===== config.mk =====
export PLATFORM = sky130hd
export DESIGN_NAME = ssdp_top
export DESIGN_NICKNAME = d
export VERILOG_FILES = /design/src/design/ssdp_pkg.sv /design/src/design/ssdp_top.sv /design/src/design/ssdp_shifter.sv
export VERILOG_INCLUDE_DIRS = /design/src /design/src/design
export SDC_FILE = /design/constraint.sdc
export NUM_CORES = 1
export LEC_CHECK = 0
export ABC_AREA = 1
export BUFFER_PORTS_ARGS = -buffer_cell sky130_fd_sc_hd__buf_2
export CAP_MARGIN = 5
export CORE_UTILIZATION = 35
export DETAILED_ROUTE_END_ITERATION = 7
export HOLD_SLACK_MARGIN = 0.15
export PLACE_DENSITY = 0.62
export SLEW_MARGIN = 30
export SYNTH_ARGS = -nofsm -noshare
export SYNTH_HDL_FRONTEND = slang
export SYNTH_SLANG_ARGS = --single-unit

===== constraint.sdc =====
create_clock -name clk_sys -period 2.05 [get_ports clk_sys]
set_clock_uncertainty 0.2 [all_clocks]
set_input_delay 0.1025 -clock clk_sys [delete_from_list [all_inputs] [get_ports clk_sys]]
set_output_delay 0.1025 -clock clk_sys [all_outputs]
set_load 0.1 [all_outputs]

===== src/design/ssdp_defs.svh =====
`ifndef SSDP_DEFS_SVH
`define SSDP_DEFS_SVH

// ==========================================================
// register indices (byte address is four times the index)
`define SSDP_IDX_DATA 6'h21
`define SSDP_IDX_CTRL 6'h22
`define SSDP_IDX_CSR 6'h23
`define SSDP_IDX_EVT_STS 6'h24
`define SSDP_IDX_EVT_CLR 6'h25
`define SSDP_IDX_EVT_EN 6'h26

// ==========================================================
// reset values
`define SSDP_CTRL_RST 8'h00
`define SSDP_CSR_RST 8'h00
`define SSDP_EVT_EN_RST 4'hF
`define SSDP_SYNC_RST 4'h8

// ==========================================================
// event bit positions
`define SSDP_EVT_DONE 0
`define SSDP_EVT_OVERRUN 1
`define SSDP_EVT_FAULT 2
`define SSDP_EVT_COLL 3

// ==========================================================
// control/status field positions
`define SSDP_CSR_OVERRUN_BIT 5

// ==========================================================
// timing
`define SSDP_SCK_HALF 4
`define SSDP_BITS 4'h8

`endif


===== src/design/ssdp_pkg.sv =====
`default_nettype none
package ssdp_pkg;

    // serial_control fields
    typedef struct packed {
        logic irq_enable;
        logic peripheral_enable;
        logic div_enable;
        logic master_select;
        logic cpol;
        logic cpha;
        logic [1:0] rate;
    } ssdp_ctrl_t;

    // serial_control_status fields
    typedef struct packed {
        logic transfer_done_flag;
        logic write_collision_flag;
        logic overrun_flag;
        logic mode_fault_flag;
        logic reserved;
        logic output_disable;
        logic soft_select_manage;
        logic soft_select_level;
    } ssdp_csr_t;

    typedef enum logic [0:0] {
        SSDP_SH_IDLE = 1'b0,
        SSDP_SH_RUN = 1'b1
    } ssdp_sh_state_t;

endpackage
`default_nettype wire


===== src/design/ssdp_top.sv =====
// What this block does
// - A finished byte sets the done flag, which may interrupt and is cleared by a status read then a data access.
// - While the done flag is set, data writes are ignored until the status register has been read.
// - A data write during a running transfer sets the write collision flag.
// - A byte finishing while done is still set raises overrun, which may interrupt and clears on a status read.
// - Select going low in master operation sets mode fault, cleared by a status read then a control write.
// - Output disable releases the data output, which otherwise drives only with the peripheral enabled.
// - Soft select management ignores the select pin and uses the soft select level.
// - Under soft management a level of 0 selects the device and 1 deselects it.
// - In master operation a data write that is neither blocked by done nor colliding with a busy shifter starts a one byte full duplex transfer.
// - The received byte is copied to a buffer as done sets, and data reads return that buffer.
// - A written byte goes straight into the transmit shifter.
// - A mode fault clears peripheral enable and master select in hardware.
// - The interrupt needs irq enable and a raised and enabled done, overrun, fault or collision event.
`timescale 1ns/1ps
`default_nettype none
`include "ssdp_defs.svh"
module ssdp_top
    import ssdp_pkg::*;
#(
    parameter int SCK_HALF = `SSDP_SCK_HALF
)
(
    input wire logic clk_sys,
    input wire logic resetn,
    input wire logic [7:0] paddr,
    input wire logic psel,
    input wire logic penable,
    input wire logic pwrite,
    input wire logic [31:0] pwdata,
    output logic [31:0] prdata,
    output logic pready,
    output logic pslverr,
    input wire logic sck_i,
    output logic sck_o,
    output logic sck_oe_n,
    input wire logic mosi_i,
    output logic mosi_o,
    output logic mosi_oe_n,
    input wire logic miso_i,
    output logic miso_o,
    output logic miso_oe_n,
    input wire logic ss_n_i,
    output logic irq
);

    function automatic logic addr_hit(input logic [7:0] a,
                                      input logic [5:0] idx);
        return (a[7:2] == idx) && (a[1:0] == 2'b00);
    endfunction

    // ==========================================================
    // pin synchronisers
    logic [3:0] sync1_ff, sync2_ff;
    logic [3:0] pin_raw;
    assign pin_raw = {ss_n_i, miso_i, mosi_i, sck_i};

    always_ff @(posedge clk_sys or negedge resetn)
    begin
        if (!resetn)
        begin
            sync1_ff <= `SSDP_SYNC_RST;
            sync2_ff <= `SSDP_SYNC_RST;
        end
        else
        begin
            sync1_ff <= pin_raw;
            sync2_ff <= sync1_ff;
        end
    end

    wire logic sck_s = sync2_ff[0];
    wire logic mosi_s = sync2_ff[1];
    wire logic miso_s = sync2_ff[2];
    wire logic ss_pin_s = sync2_ff[3];

    // ==========================================================
    // register state
    ssdp_ctrl_t ctrl_ff, nxt_ctrl;
    ssdp_csr_t csr_ff, nxt_csr;
    logic [3:0] evt_sts_ff, evt_en_ff, nxt_evt_sts;
    logic seq_arm_ff, fault_arm_ff;
    logic [7:0] rx_buf_ff;
    logic pready_ff, pslverr_ff, irq_ff;
    logic [31:0] prdata_ff;
    logic sck_oe_n_ff, mosi_oe_n_ff, miso_oe_n_ff;
    logic sck_o_ff, tx_o_ff;

    // ==========================================================
    // bus decode
    wire logic setup = psel & ~penable;
    wire logic acc = psel & penable & pready_ff;
    wire logic wr = acc & pwrite;
    wire logic rd = acc & ~pwrite;
    wire logic hit_data = addr_hit(paddr, `SSDP_IDX_DATA);
    wire logic hit_ctrl = addr_hit(paddr, `SSDP_IDX_CTRL);
    wire logic hit_csr = addr_hit(paddr, `SSDP_IDX_CSR);
    wire logic hit_sts = addr_hit(paddr, `SSDP_IDX_EVT_STS);
    wire logic hit_clr = addr_hit(paddr, `SSDP_IDX_EVT_CLR);
    wire logic hit_en = addr_hit(paddr, `SSDP_IDX_EVT_EN);
    wire logic mapped = hit_data | hit_ctrl | hit_csr | hit_sts | hit_clr
                        | hit_en;

    wire logic [7:0] csr_rd = {csr_ff[7:4], 1'b0, csr_ff[2:0]};
    wire logic [7:0] rd_mux =
        hit_data ? rx_buf_ff :
        hit_ctrl ? ctrl_ff :
        hit_csr ? csr_rd :
        hit_sts ? {4'h0, evt_sts_ff} :
        hit_en ? {4'h0, evt_en_ff} : 8'h00;

    // ==========================================================
    // internal select and shifter
    wire logic ss_int = csr_ff.soft_select_manage ?
                        csr_ff.soft_select_level : ss_pin_s;
    wire logic pe = ctrl_ff.peripheral_enable;
    wire logic ms = ctrl_ff.master_select;
    wire logic selected = ~ss_int;
    wire logic sh_busy, sh_done, sh_tx, sh_sck;
    wire logic [7:0] sh_rx;

    wire logic data_wr = wr & hit_data;
    wire logic data_rd = rd & hit_data;
    wire logic ctrl_wr = wr & hit_ctrl;
    wire logic csr_wr = wr & hit_csr;
    wire logic csr_read = rd & hit_csr;
    wire logic wr_blocked = csr_ff.transfer_done_flag & ~seq_arm_ff;
    wire logic coll_set = data_wr & sh_busy;
    wire logic sh_load = data_wr & ~wr_blocked & ~sh_busy;
    wire logic seq_clear = (data_wr | data_rd) & seq_arm_ff;
    wire logic ovr_set = sh_done & csr_ff.transfer_done_flag;
    wire logic ovr_clear = csr_read & prdata_ff[`SSDP_CSR_OVERRUN_BIT];
    wire logic fault_set = pe & ms & ~ss_int;
    wire logic fault_clear = ctrl_wr & fault_arm_ff;
    wire logic rx_s = ms ? miso_s : mosi_s;

    ssdp_shifter #(
        .HALF(SCK_HALF)
    ) u_shifter (
        .clk_sys(clk_sys),
        .resetn(resetn),
        .enable(pe),
        .master(ms),
        .selected(selected),
        .sck_s(sck_s),
        .rx_s(rx_s),
        .load(sh_load),
        .load_byte(pwdata[7:0]),
        .busy(sh_busy),
        .done(sh_done),
        .tx_bit(sh_tx),
        .sck_out(sh_sck),
        .rx_byte(sh_rx)
    );

    // ==========================================================
    // next values of control, status and events
    always_comb
    begin
        nxt_ctrl = ctrl_wr ? ssdp_ctrl_t'(pwdata[7:0]) : ctrl_ff;
        if (fault_set)
        begin
            nxt_ctrl.peripheral_enable = 1'b0;
            nxt_ctrl.master_select = 1'b0;
        end
        nxt_csr = csr_ff;
        if (csr_wr)
        begin
            nxt_csr.output_disable = pwdata[2];
            nxt_csr.soft_select_manage = pwdata[1];
            nxt_csr.soft_select_level = pwdata[0];
        end
        nxt_csr.reserved = 1'b0;
        nxt_csr.transfer_done_flag = sh_done
            | (csr_ff.transfer_done_flag & ~seq_clear);
        nxt_csr.write_collision_flag = coll_set
            | (csr_ff.write_collision_flag & ~seq_clear);
        nxt_csr.overrun_flag = ovr_set
            | (csr_ff.overrun_flag & ~ovr_clear);
        nxt_csr.mode_fault_flag = fault_set
            | (csr_ff.mode_fault_flag & ~fault_clear);
        nxt_evt_sts = evt_sts_ff & ~((wr & hit_clr) ? pwdata[3:0] : 4'h0);
        nxt_evt_sts[`SSDP_EVT_DONE] = nxt_evt_sts[`SSDP_EVT_DONE] | sh_done;
        nxt_evt_sts[`SSDP_EVT_OVERRUN] = nxt_evt_sts[`SSDP_EVT_OVERRUN]
            | ovr_set;
        nxt_evt_sts[`SSDP_EVT_FAULT] = nxt_evt_sts[`SSDP_EVT_FAULT]
            | fault_set;
        nxt_evt_sts[`SSDP_EVT_COLL] = nxt_evt_sts[`SSDP_EVT_COLL] | coll_set;
    end

    // ==========================================================
    // registers
    always_ff @(posedge clk_sys or negedge resetn)
    begin
        if (!resetn)
        begin
            ctrl_ff <= `SSDP_CTRL_RST;
            csr_ff <= `SSDP_CSR_RST;
            evt_sts_ff <= 4'h0;
            evt_en_ff <= `SSDP_EVT_EN_RST;
            seq_arm_ff <= 1'b0;
            fault_arm_ff <= 1'b0;
        end
        else
        begin
            ctrl_ff <= nxt_ctrl;
            csr_ff <= nxt_csr;
            evt_sts_ff <= nxt_evt_sts;
            if (wr & hit_en)
                evt_en_ff <= pwdata[3:0];
            if (csr_read & (csr_ff.transfer_done_flag
                            | csr_ff.write_collision_flag))
                seq_arm_ff <= 1'b1;
            else if (data_wr | data_rd)
                seq_arm_ff <= 1'b0;
            if (csr_read & csr_ff.mode_fault_flag)
                fault_arm_ff <= 1'b1;
            else if (ctrl_wr)
                fault_arm_ff <= 1'b0;
        end
    end

    // receive buffer keeps the old byte on overrun
    always_ff @(posedge clk_sys)
    begin
        if (sh_done & ~csr_ff.transfer_done_flag)
            rx_buf_ff <= sh_rx;
    end

    // ==========================================================
    // bus answer, pins and interrupt
    always_ff @(posedge clk_sys or negedge resetn)
    begin
        if (!resetn)
        begin
            pready_ff <= 1'b0;
            pslverr_ff <= 1'b0;
            prdata_ff <= 32'h0000_0000;
            irq_ff <= 1'b0;
            sck_oe_n_ff <= 1'b1;
            mosi_oe_n_ff <= 1'b1;
            miso_oe_n_ff <= 1'b1;
            sck_o_ff <= 1'b0;
            tx_o_ff <= 1'b0;
        end
        else
        begin
            pready_ff <= setup;
            pslverr_ff <= setup & ~mapped;
            if (setup)
                prdata_ff <= {24'h00_0000, rd_mux};
            irq_ff <= ctrl_ff.irq_enable
                      & |(evt_sts_ff & evt_en_ff);
            sck_oe_n_ff <= ~(pe & ms);
            mosi_oe_n_ff <= ~(pe & ~csr_ff.output_disable & ms);
            miso_oe_n_ff <= ~(pe & ~csr_ff.output_disable & ~ms
                              & selected);
            sck_o_ff <= sh_sck;
            tx_o_ff <= sh_tx;
        end
    end

    assign prdata = prdata_ff;
    assign pready = pready_ff;
    assign pslverr = pslverr_ff;
    assign irq = irq_ff;
    assign sck_oe_n = sck_oe_n_ff;
    assign mosi_oe_n = mosi_oe_n_ff;
    assign miso_oe_n = miso_oe_n_ff;
    assign sck_o = sck_o_ff;
    assign mosi_o = tx_o_ff;
    assign miso_o = tx_o_ff;

    // ==========================================================
    // checks
    property p_done_set;
        @(posedge clk_sys) disable iff (!resetn)
        sh_done |=> csr_ff.transfer_done_flag;
    endproperty
    a_done_set: assert property (p_done_set)
        else $error("done flag not set after byte");

    property p_blocked;
        @(posedge clk_sys) disable iff (!resetn)
        (data_wr & csr_ff.transfer_done_flag & ~seq_arm_ff) |-> ~sh_load;
    endproperty
    a_blocked: assert property (p_blocked)
        else $error("data write taken while done flag set");

    property p_coll;
        @(posedge clk_sys) disable iff (!resetn)
        (data_wr & sh_busy) |=> csr_ff.write_collision_flag;
    endproperty
    a_coll: assert property (p_coll)
        else $error("write collision not flagged");

    property p_overrun;
        @(posedge clk_sys) disable iff (!resetn)
        (sh_done & csr_ff.transfer_done_flag)
            |=> csr_ff.overrun_flag && $stable(rx_buf_ff);
    endproperty
    a_overrun: assert property (p_overrun)
        else $error("overrun not flagged or buffer overwritten");

    property p_fault;
        @(posedge clk_sys) disable iff (!resetn)
        (pe & ms & ~ss_int) |=> csr_ff.mode_fault_flag
            && !ctrl_ff.peripheral_enable && !ctrl_ff.master_select;
    endproperty
    a_fault: assert property (p_fault)
        else $error("mode fault not handled");

    property p_out_gate;
        @(posedge clk_sys) disable iff (!resetn)
        (csr_ff.output_disable | ~pe) |=> mosi_oe_n && miso_oe_n;
    endproperty
    a_out_gate: assert property (p_out_gate)
        else $error("data output driven while disabled");

    property p_soft_sel;
        @(posedge clk_sys) disable iff (!resetn)
        (csr_ff.soft_select_manage & ~csr_ff.soft_select_level & pe & ms)
            |=> csr_ff.mode_fault_flag;
    endproperty
    a_soft_sel: assert property (p_soft_sel)
        else $error("soft select level ignored");

    property p_start;
        @(posedge clk_sys) disable iff (!resetn)
        (sh_load & pe & ms) |=> sh_busy [*3];
    endproperty
    a_start: assert property (p_start)
        else $error("master write did not start a transfer");

    property p_irq;
        @(posedge clk_sys) disable iff (!resetn)
        irq |-> $past(ctrl_ff.irq_enable) && ($past(evt_sts_ff) != 4'h0);
    endproperty
    a_irq: assert property (p_irq)
        else $error("interrupt without enabled event");

endmodule // ssdp_top
`default_nettype wire


===== src/design/ssdp_shifter.sv =====
`timescale 1ns/1ps
`default_nettype none
`include "ssdp_defs.svh"
module ssdp_shifter
    import ssdp_pkg::*;
#(
    parameter int HALF = `SSDP_SCK_HALF
)
(
    input wire logic clk_sys,
    input wire logic resetn,
    input wire logic enable,
    input wire logic master,
    input wire logic selected,
    input wire logic sck_s,
    input wire logic rx_s,
    input wire logic load,
    input wire logic [7:0] load_byte,
    output logic busy,
    output logic done,
    output logic tx_bit,
    output logic sck_out,
    output logic [7:0] rx_byte
);

    ssdp_sh_state_t state_ff, nxt_state;
    logic [7:0] sh_ff;
    logic [3:0] cnt_ff;
    logic [7:0] div_ff;
    logic sck_ff, sck_d_ff, rbit_ff, done_ff;

    // ==========================================================
    // edge decode, master divider or sampled slave clock
    wire logic running = (state_ff == SSDP_SH_RUN);
    wire logic div_end = (div_ff == 8'(HALF - 1));
    wire logic m_tick = running & div_end;
    wire logic s_sel = ~master & selected & enable;
    wire logic rise = (m_tick & ~sck_ff) | (s_sel & sck_s & ~sck_d_ff);
    wire logic fall = (m_tick & sck_ff) | (s_sel & ~sck_s & sck_d_ff);
    wire logic last = fall & (cnt_ff == `SSDP_BITS - 4'h1);
    wire logic cnt_clr = load | ~enable | (~master & ~selected);

    always_comb
    begin
        nxt_state = state_ff;
        unique case (state_ff)
            SSDP_SH_IDLE:
                if (load & master & enable)
                    nxt_state = SSDP_SH_RUN;
            SSDP_SH_RUN:
                if (~enable | ~master | last)
                    nxt_state = SSDP_SH_IDLE;
        endcase
    end

    always_ff @(posedge clk_sys or negedge resetn)
    begin
        if (!resetn)
        begin
            state_ff <= SSDP_SH_IDLE;
            sh_ff <= 8'h00;
            cnt_ff <= 4'h0;
            div_ff <= 8'h00;
            sck_ff <= 1'b0;
            sck_d_ff <= 1'b0;
            rbit_ff <= 1'b0;
            done_ff <= 1'b0;
        end
        else
        begin
            state_ff <= nxt_state;
            sck_d_ff <= sck_s;
            done_ff <= last & enable;
            div_ff <= (running & ~div_end) ? div_ff + 8'h01 : 8'h00;
            sck_ff <= (running & enable & master) ? sck_ff ^ m_tick : 1'b0;
            if (rise)
                rbit_ff <= rx_s;
            // byte goes straight into the shifter
            if (load)
                sh_ff <= load_byte;
            else if (fall)
                sh_ff <= {sh_ff[6:0], rbit_ff};
            if (cnt_clr)
                cnt_ff <= 4'h0;
            else if (fall)
                cnt_ff <= last ? 4'h0 : cnt_ff + 4'h1;
        end
    end

    assign busy = running | (cnt_ff != 4'h0);
    assign done = done_ff;
    assign tx_bit = sh_ff[7];
    assign sck_out = sck_ff;
    assign rx_byte = sh_ff;

endmodule // ssdp_shifter
`default_nettype wire


; ---- Word level (Yosys, flattened, before mapping)
; Cells that the tools add are included.
[totals]
register_bits = 82
input_bits = 49
[classes]
addsub = 2
eq_ne = 8
n_mux = 25
bitwise = 100
reduce_logical = 14
[op_table]
columns = cell, n
row1 = 1-bit bitwise AND, 52
row2 = 8-bit two-way mux, 6
row3 = "6-bit equality test, second input constant", 6
row4 = 4-bit two-way mux, 6
row5 = 1-bit NOT, 22
row6 = 1-bit bitwise OR, 22
row7 = 1-bit two-way mux, 11
row8 = 2-bit nonzero test, 5
row9 = "8-bit by 1-bit adder with 8-bit output, second input constant", 1
row10 = 4-bit bitwise AND, 2
row11 = "8-bit by 2-bit equality test with 1-bit output, second input constant", 1
row12 = 7-bit two-way mux, 1
row13 = 1-bit logical AND, 6
row14 = "4-bit by 1-bit adder with 4-bit output, second input constant", 1
row15 = "4-bit by 3-bit equality test with 1-bit output, second input constant", 1
row16 = 4-bit NOT, 1
row17 = 4-bit nonzero test, 1
row18 = 4-bit OR reduction, 1
row19 = 2-bit zero test, 1
row20 = 1-bit case mux with 2 select lines, 1
row21 = 1-bit XOR, 1

; ---- Logic depth before layout (Yosys ltp)
; Gate-level depths: netlist of run 1.
[depth]
ltp_word = 11
mapped_depth = 11
ltp_nobuf = 10

; ---- Cells and area by module
; A second synthesis of run 1 with hierarchy kept.
[unflattened]
cells_unflattened = 483
area_unflattened_um2 = 4047.6
[modules_own_cells]
columns = module, n_inst, cells_per_inst, area_each_um2, seq_area_each_um2
row1 = ssdp_top, 1, 298, 2643.8, 1477.7
row2 = ssdp_shifter, 1, 185, 1403.8, 625.6

; ---- Least setup slack after synthesis of run 1
; Ideal clock, no wire load.
[synth_timing]
path_kind = flip-flop to flip-flop
from = register pready_ff, in the netlist pready
to = register csr_ff[4] (netlist name)
arrival_time_ns = 1.826
required_time_ns = 1.729
slack_ns = -0.096
stages_incl_launch_ff = 8
path_buffers = 0
period_less_slack_ns = 2.146
cell_sequence = dfrtp_1 > nand3_1 > nor2_2 > inv_2 > nor2_8 > inv_4 > o21ai_2 > nand2_1
[synth_rtl]
columns = item, line_no
row1 = from (decl), ssdp_top.sv:84  ; logic pready_ff, pslverr_ff, irq_ff;
row2 = from (signal assigned), ssdp_top.sv:248  ; pready_ff <= setup;
row3 = to (signal assigned), ssdp_top.sv:198  ; csr_ff <= `SSDP_CSR_RST;
row4 = to (signal assigned), ssdp_top.sv:207  ; csr_ff <= nxt_csr;
row5 = to (decl), ssdp_top.sv:80  ; ssdp_csr_t csr_ff, nxt_csr;

; ---- Final worst setup path of run 1
[layout_timing]
from = input paddr[7]
to = register ctrl_ff[7] (netlist name)
[layout_via]
elab_chain_len = 3
[layout_rtl]
columns = item, line_no
row1 = from (decl), ssdp_top.sv:26  ; input wire logic [7:0] paddr,
row2 = 6-bit equality test, ssdp_top.sv:49  ; return (a[7:2] == idx) && (a[1:0] == 2'b00);
row3 = 1-bit logical AND, ssdp_top.sv:49
row4 = 1-bit bitwise AND, ssdp_top.sv:124  ; wire logic ctrl_wr = wr & hit_ctrl;
row5 = to (signal assigned), ssdp_top.sv:197  ; ctrl_ff <= `SSDP_CTRL_RST;
row6 = to (signal assigned), ssdp_top.sv:206  ; ctrl_ff <= nxt_ctrl;
row7 = to (decl), ssdp_top.sv:79  ; ssdp_ctrl_t ctrl_ff, nxt_ctrl;
; Every way passes these cells.
; A chain may end at the register's enable or synchronous reset.

==> run_results.csv, run 1 <==
group,metric,value,unit
timing,hold_viol_final,0,
grt,grt_pass1_vias,3154,
clock_tree,cts_sinks,82,
synth,ys_warn_count,0,
synth,yosysTopAreaCell,"dfrtp_1",
die,die_x,110,µm
setup_path,start_kind,"input pin",
layout,instances_no_fill,707,
synth,netlist_area,4070,µm²
placement,gp_congestion,0.825,
layout,final_nets,613,
die,fp-row-count,39,
placement,io_buffers,41,
synth,synthMostInstantiatedCell,"nand2_1",
grt,grt_usage,16.5,%
grt,grt_pass1_wl,14.8,mm
clock_tree,cts_inserted_buffers,9,
placement,dp_hpwl,6.53,mm
grt,antenna_found_initial,0,
min_path,hold_class,"flip-flop to flip-flop",
clock_tree,htree_levels,3,
die,ioPinCount,90,
setup_path,worstPathRequired,2120,ps
setup_path,critPathKind,"input pin to flip-flop",
die,initial_core_util,35.8,%
clock_tree,worstSkewPairLatency,340,ps
routing,vias,3201,
setup_path,path_max_fanout,6,
timing,fin_crit_sh,94.5,%
flow_run,drv_cap,0,
grt,grt_start_max_net_pins,40,
timing,fmax,516,MHz
grt,overflow,0,
power,power.switching,1090,µW
clock_tree,cts.path.max_buffers,2,
power,pwr-share-seq,43.9,%
power,p_int,2720,µW
timing,worst_slew_pin_slew,634,ps
synth,synth_cells,477,
synth,synth_top_cells_by_count,"nand2_1 (103), dfrtp_1 (65), inv_1 (62)",
clock_tree,clk_pin_slew,60,ps
routing,drt_wl_total,8.97,mm
timing,period_minus_slack,1940,ps
power,switching_share,28.6,%
setup_path,arrival,2010,ps
synth,synth_seq_cells,82,
synth,synth_top_area_share,40.0,%
die,coreArea,11400,µm²
layout,syn_to_final_growth,23.7,%
routing,wire_per_inst,12.7,µm
layout,final_util,44.3,%
routing,drt_iter0_markers,176,
synth,synth_compound_area_share,5.96,%
setup_path,end_kind,"flip-flop",
routing,ant_nets,0,
synth,synth.area.top_cells,"dfrtp_1 (40%), nand2_1 (9.5%), edfxtp_1 (5.9%)",
synth,synthAdderAreaFrac,1.54,%
routing,firstDrtPassIters,6,
power,power.share.clock,43.6,%
timing,finalSetupViolCount,0,
die,die_h,110,µm
synth,synth-simple-area-share,28.6,%
synth,synth_ff_type,"dfrtp_1",
run_status,status,"finished, violations left",
power,p_comb_share,12.4,%
synth,syn_avg_cell_area,8.53,µm²
synth,synthDistinctLibCells,37,
synth,synth_edf_count,8,
routing,drc,4,
synth,ys_seq_area_share,51.7,%
timing,finalMaxSlewViolations,0,
layout,drive_above_1_share,19.1,%
synth,async_flop_share,90.2,%
synth,synth_xor_area_share,0.430,%
layout,antenna_cells,0,
run_status,violations,"design-rule violations",
synth,synth_mux_area_share,0,%
routing,via_per_inst,4.53,
die,die_area,12100,µm²
synth,synth_top_family_by_area,"simple AND/OR/NAND/NOR gates",
placement,dp_cells,658,
power,leakagePower,0.00252,µW
timing,fin_setup_tns,0,ps
power,powerDensity,756,nW/µm²
timing,maxSlewHeadroom,57.6,%
clock_tree,cts_tree,"built",
clock_tree,cts_root_buf,"clkbuf_16",
power,vdd_ir_drop_max,0.362,mV
-- worst paths after layout --
kind / from / to / slack, ps / depth (start not counted)
worst max-delay path: paddr[7] / ctrl_ff[7] / 110 / 9
worst min-delay path: sync1_ff[1] / sync2_ff[1] / 150 / 0
worst max register to register: u_shifter.div_ff[0] / u_shifter.rx_byte[7] / 150 / 10
worst min register to register: sync1_ff[1] / sync2_ff[1] / 150 / 0
max in group asynchronous: resetn / sck_oe_n / 650 / 4
min in group asynchronous: resetn / evt_en_ff[1] / 690 / 3
-- cells in the final DEF, fill, tap and decap left out, types with 6 or more instances in the layout --
master	count
clkbuf_16	9
dfstp_2	9
nor2_1	55
nand4_1	13
o21ai_1	10
dlygate4sd3_1	28
nor3_1	6
nand2_1	103
inv_1	62
dfrtp_1	64
edfxtp_1	8
a21oi_1	9
nor2_4	7
buf_2	40
conb_1	24
o21ai_0	20
nand3_1	39
-- logic make-up (layout without fill, tap and decap cells) --
group,Yosys count,in the layout
XOR/XNOR,2,2
AND/OR/NAND/NOR,244,244
buffers and inverters,98,162
adder cells (fa/ha/maj),5,5
other,1,24
flip-flops,82,82
AO/OA/AOI/OAI,45,45
-- worst max-delay path, stage by stage --
cell,delay (ps)
dlygate4sd3_1,540
buf_2,130
nand2_2,90
nor2_8,110
nand3_4,150
nor2_8,190
nand2_1,80
dlygate4sd3_1,570
nand2_1,70
-- layout make-up --
cell class,count,area (µm²)
Fill cell,1120,6330
Sequential cell,82,2100
Multi-Input combinational cell,320,1600
Timing Repair Buffer,76,571
Inverter,70,269
Clock buffer,9,225
Tap cell,143,179
Clock inverter,7,88.8
-- sequential cells by signal, indices dropped and copies added, names as in the netlist, 6 cells and up --
name	cells
ctrl_ff	6
prdata	8
u_shifter.rx_byte	8
u_shifter.div_ff	8
csr_ff	7
rx_buf_ff	8
-- power by group through the flow --
stage          clock [µW]  combinational [µW]  sequential, µW
6_report             1660                 473            1670
5_1_grt              1760                 506            1670
4_1_cts              1710                 471            1670
3_5_place_dp            0                 425            1700
3_3_place_gp            0                 423            1700
2_1_floorplan           0                 288            1780
-- stage by stage --
| stage | power (µW) | cell area (µm²) | setup WS, ps | hold slack [ps] |
|---|---|---|---|---|
| 2_1_floorplan | 2070 | 4160 | 208 | -393 |
| 3_3_place_gp | 2130 | 4360 | 116 | -109 |
| 3_5_place_dp | 2130 | 4360 | 64.6 | -105 |
| 4_1_cts | 3860 | 4980 | 26.2 | 153 |
| 5_1_grt | 3940 | 5030 | -3.38 | 154 |
| 6_report | 3810 | 5030 | 112 | 151 |
-- per-layer routing --
metal	global-route usage, %	up-vias	share of wire [%]
met5	0	-	0
met4	6.57	0	2.0
met3	4.09	15	3.5
met2	27.3	72	47
met1	20.7	1478	47
li1	-	1636	-
-- repair_timing --
item	in CTS	in global routing
hold buffers	30	0
endpoints found under the setup margin	0	19
gates resized for setup	0	8
setup buffers	0	3
hold endpoints to repair	119	0
Power figures use the tool's default switching activity.
==> run 2: changes to the inputs <==
--- a/config.mk
+++ b/config.mk
@@ -9,6 +9,7 @@
 export ABC_AREA = 1
 export BUFFER_PORTS_ARGS = -buffer_cell sky130_fd_sc_hd__buf_2
 export CAP_MARGIN = 5
+export CORE_ASPECT_RATIO = 0.7
 export CORE_UTILIZATION = 35
 export DETAILED_ROUTE_END_ITERATION = 7
 export HOLD_SLACK_MARGIN = 0.15
==> run_results.csv, run 2 (synthesis gave the netlist of run 1 again) <==
group,metric,value,unit
run_status,status,"completed",
setup_path,worstReg2RegEnd,"u_shifter.rx_byte[1]",
routing,drt_wl_total,9.39,mm
routing,drt_iter0_markers,242,
clock_tree,cts_tree,"built",
die,ioPinCount,90,
layout,stdcell_area,5120,µm²
die,die_x,131,µm
layout,fillers,1094,
power,powerDensity,751,nW/µm²
layout,multi_input_area,1620,µm²
timing,fin_crit_sh,95.3,%
setup_path,cp_cell_sequence,"dlygate4sd3_1, buf_2, inv_2, nor2_4, nand3_4, nor2_8, nand2_1, dlygate4sd3_1, nand2_1",
grt,grt_pass1_wl,15.1,mm
grt,grt_usage,16.8,%
timing,period_minus_slack,1950,ps
layout,antenna_cells,0,
timing,fin_setup_tns,0,ps
setup_path,cp_slowest_cell,"dlygate4sd3_1",
grt,overflow,0,
clock_tree,worstSkewPairLatency,340,ps
setup_path,path_max_fanout,6,
timing,worst_slack,96.9,ps
min_path,whs_path_depth,0,
clock_tree,cts_inserted_buffers,9,
clock_tree,cts_sinks,82,
placement,io_buffers,41,
flow_run,drv_cap,0,
setup_path,ff2ff_path_depth,10,
power,leakagePower,0.00255,µW
die,coreArea,11200,µm²
layout,ff_latch_area,2100,µm²
setup_path,critPathKind,"input pin to flip-flop",
placement,gp_congestion,0.848,
timing,worst_slew_pin_slew,548,ps
placement,dpl_cell_area,4380,µm²
min_path,whs_endpoint,"sync2_ff[2]",
layout,instances_no_fill,724,
layout,final_common_cell,"nand2_1",
grt,antenna_found_initial,0,
timing,finalMaxSlewViolations,0,
die,fp-row-count,32,
placement,dp_hpwl,6.73,mm
timing,finalSetupViolCount,0,
setup_path,end_kind,"flip-flop",
die,die_h,92.2,µm
min_path,min-delay-start,"sync1_ff[2]",
grt,grt_start_max_net_pins,41,
setup_path,rrSetupSlack,150,ps
setup_path,start_kind,"input pin",
clock_tree,clk_pin_slew,60,ps
setup_path,worstPathRequired,2130,ps
layout,drive_above_1_share,20.5,%
die,die_area,12100,µm²
setup_path,arrival,2030,ps
routing,via_per_inst,4.65,
routing,wire_per_inst,13.0,µm
layout,syn_to_final_growth,25.8,%
min_path,hold_class,"flip-flop to flip-flop",
clock_tree,cts_root_buf,"clkbuf_16",
setup_path,cp_slowest_stage_delay,570,ps
routing,ant_nets,0,
routing,firstDrtPassIters,5,
setup_path,path_buf_inv,4,
power,vdd_ir_drop_max,0.382,mV
setup_path,r2r-start,"u_shifter.div_ff[6]",
routing,vias,3365,
grt,grt_pass1_vias,3121,
timing,hold_viol_final,0,
timing,maxSlewHeadroom,63.4,%
timing,fmax,512,MHz
placement,dp_cells,669,
layout,layout_common_cells,"nand2_1 (102), dfrtp_1 (64), inv_1 (62)",
setup_path,crit_family,"buffers and inverters",
layout,final_nets,620,
placement,pre_cts_ws,-1.09,ps
power,power.total,3840,µW
routing,drc,0,
timing,grt_setup_unrepaired,"yes",
die,initial_core_util,36.4,%
clock_tree,htree_levels,3,
clock_tree,cts.path.max_buffers,2,
-- run 2: cell types whose count changed in the layout (fill, tap and decap cells not counted), moves of 2 or more --
cell	delta
buf_4	+6
clkinv_1	+2
dlygate4sd3_1	+3
nor2_1	-5
nor2_2	+5
-- run 2: area by class of cell --
type                    instances  area share, %
flip-flops and latches         82           41.1
multi-input cells             320           31.6
repair buffers                 83           12.0
inverters                      70           5.35
clock buffers                   9           4.40
well taps                     153           3.74
clock inverters                 7           1.83
-- run 2: worst register-to-register path: cells and delay by family (launching register included) --
family,cells,cell delay (ps)
DFF,1,410
and+or+nand+nor,7,920
adders and majority gates,1,150
buffers and inverters,2,150
-- run 2: how the worst max path moves through the flow --
stage,from,end,slack (ps),depth (start not counted)
floorplan,pready,csr_ff[4],210,7
global placement,u_shifter.div_ff[5],u_shifter.rx_byte[0],90,10
detailed placement,u_shifter.div_ff[5],u_shifter.rx_byte[1],-1,10
CTS,u_shifter.div_ff[5],u_shifter.rx_byte[4],30,10
global route,u_shifter.div_ff[6],u_shifter.rx_byte[4],-40,10
finish,paddr[3],ctrl_ff[5],100,9
-- run 2: timing repair --
action	in CTS	in global routing
endpoints found under the setup margin	3	17
pin swaps	0	6
hold buffers	31	0
resized for setup	1	14
setup buffers	0	8
endpoints found under the hold margin	121	0
-- run 2: through the flow --
step	util, %	hold WS, ps
floorplan	-	-393
global route	45.8	164
CTS	44.9	151
global placement	39.2	-78.2
detailed placement	39.2	-66.4
finish	45.8	149
-- run 2: layer usage --
| metal | wire (µm) | vias up | global-route usage, % |
|---|---|---|---|
| met4 | 148 | 0 | 6.80 |
| li1 | - | 1650 | - |
| met2 | 4040 | 121 | 23.9 |
| met5 | 0 | - | 0 |
| met1 | 4630 | 1582 | 24.3 |
| met3 | 569 | 12 | 3.85 |
-- run 2: power by group --
part / total, µW / switching [µW] / internal [µW]
registers: 1670 / 10.7 / 1660
logic: 470 / 385 / 85.6
clock network: 1700 / 636 / 1060
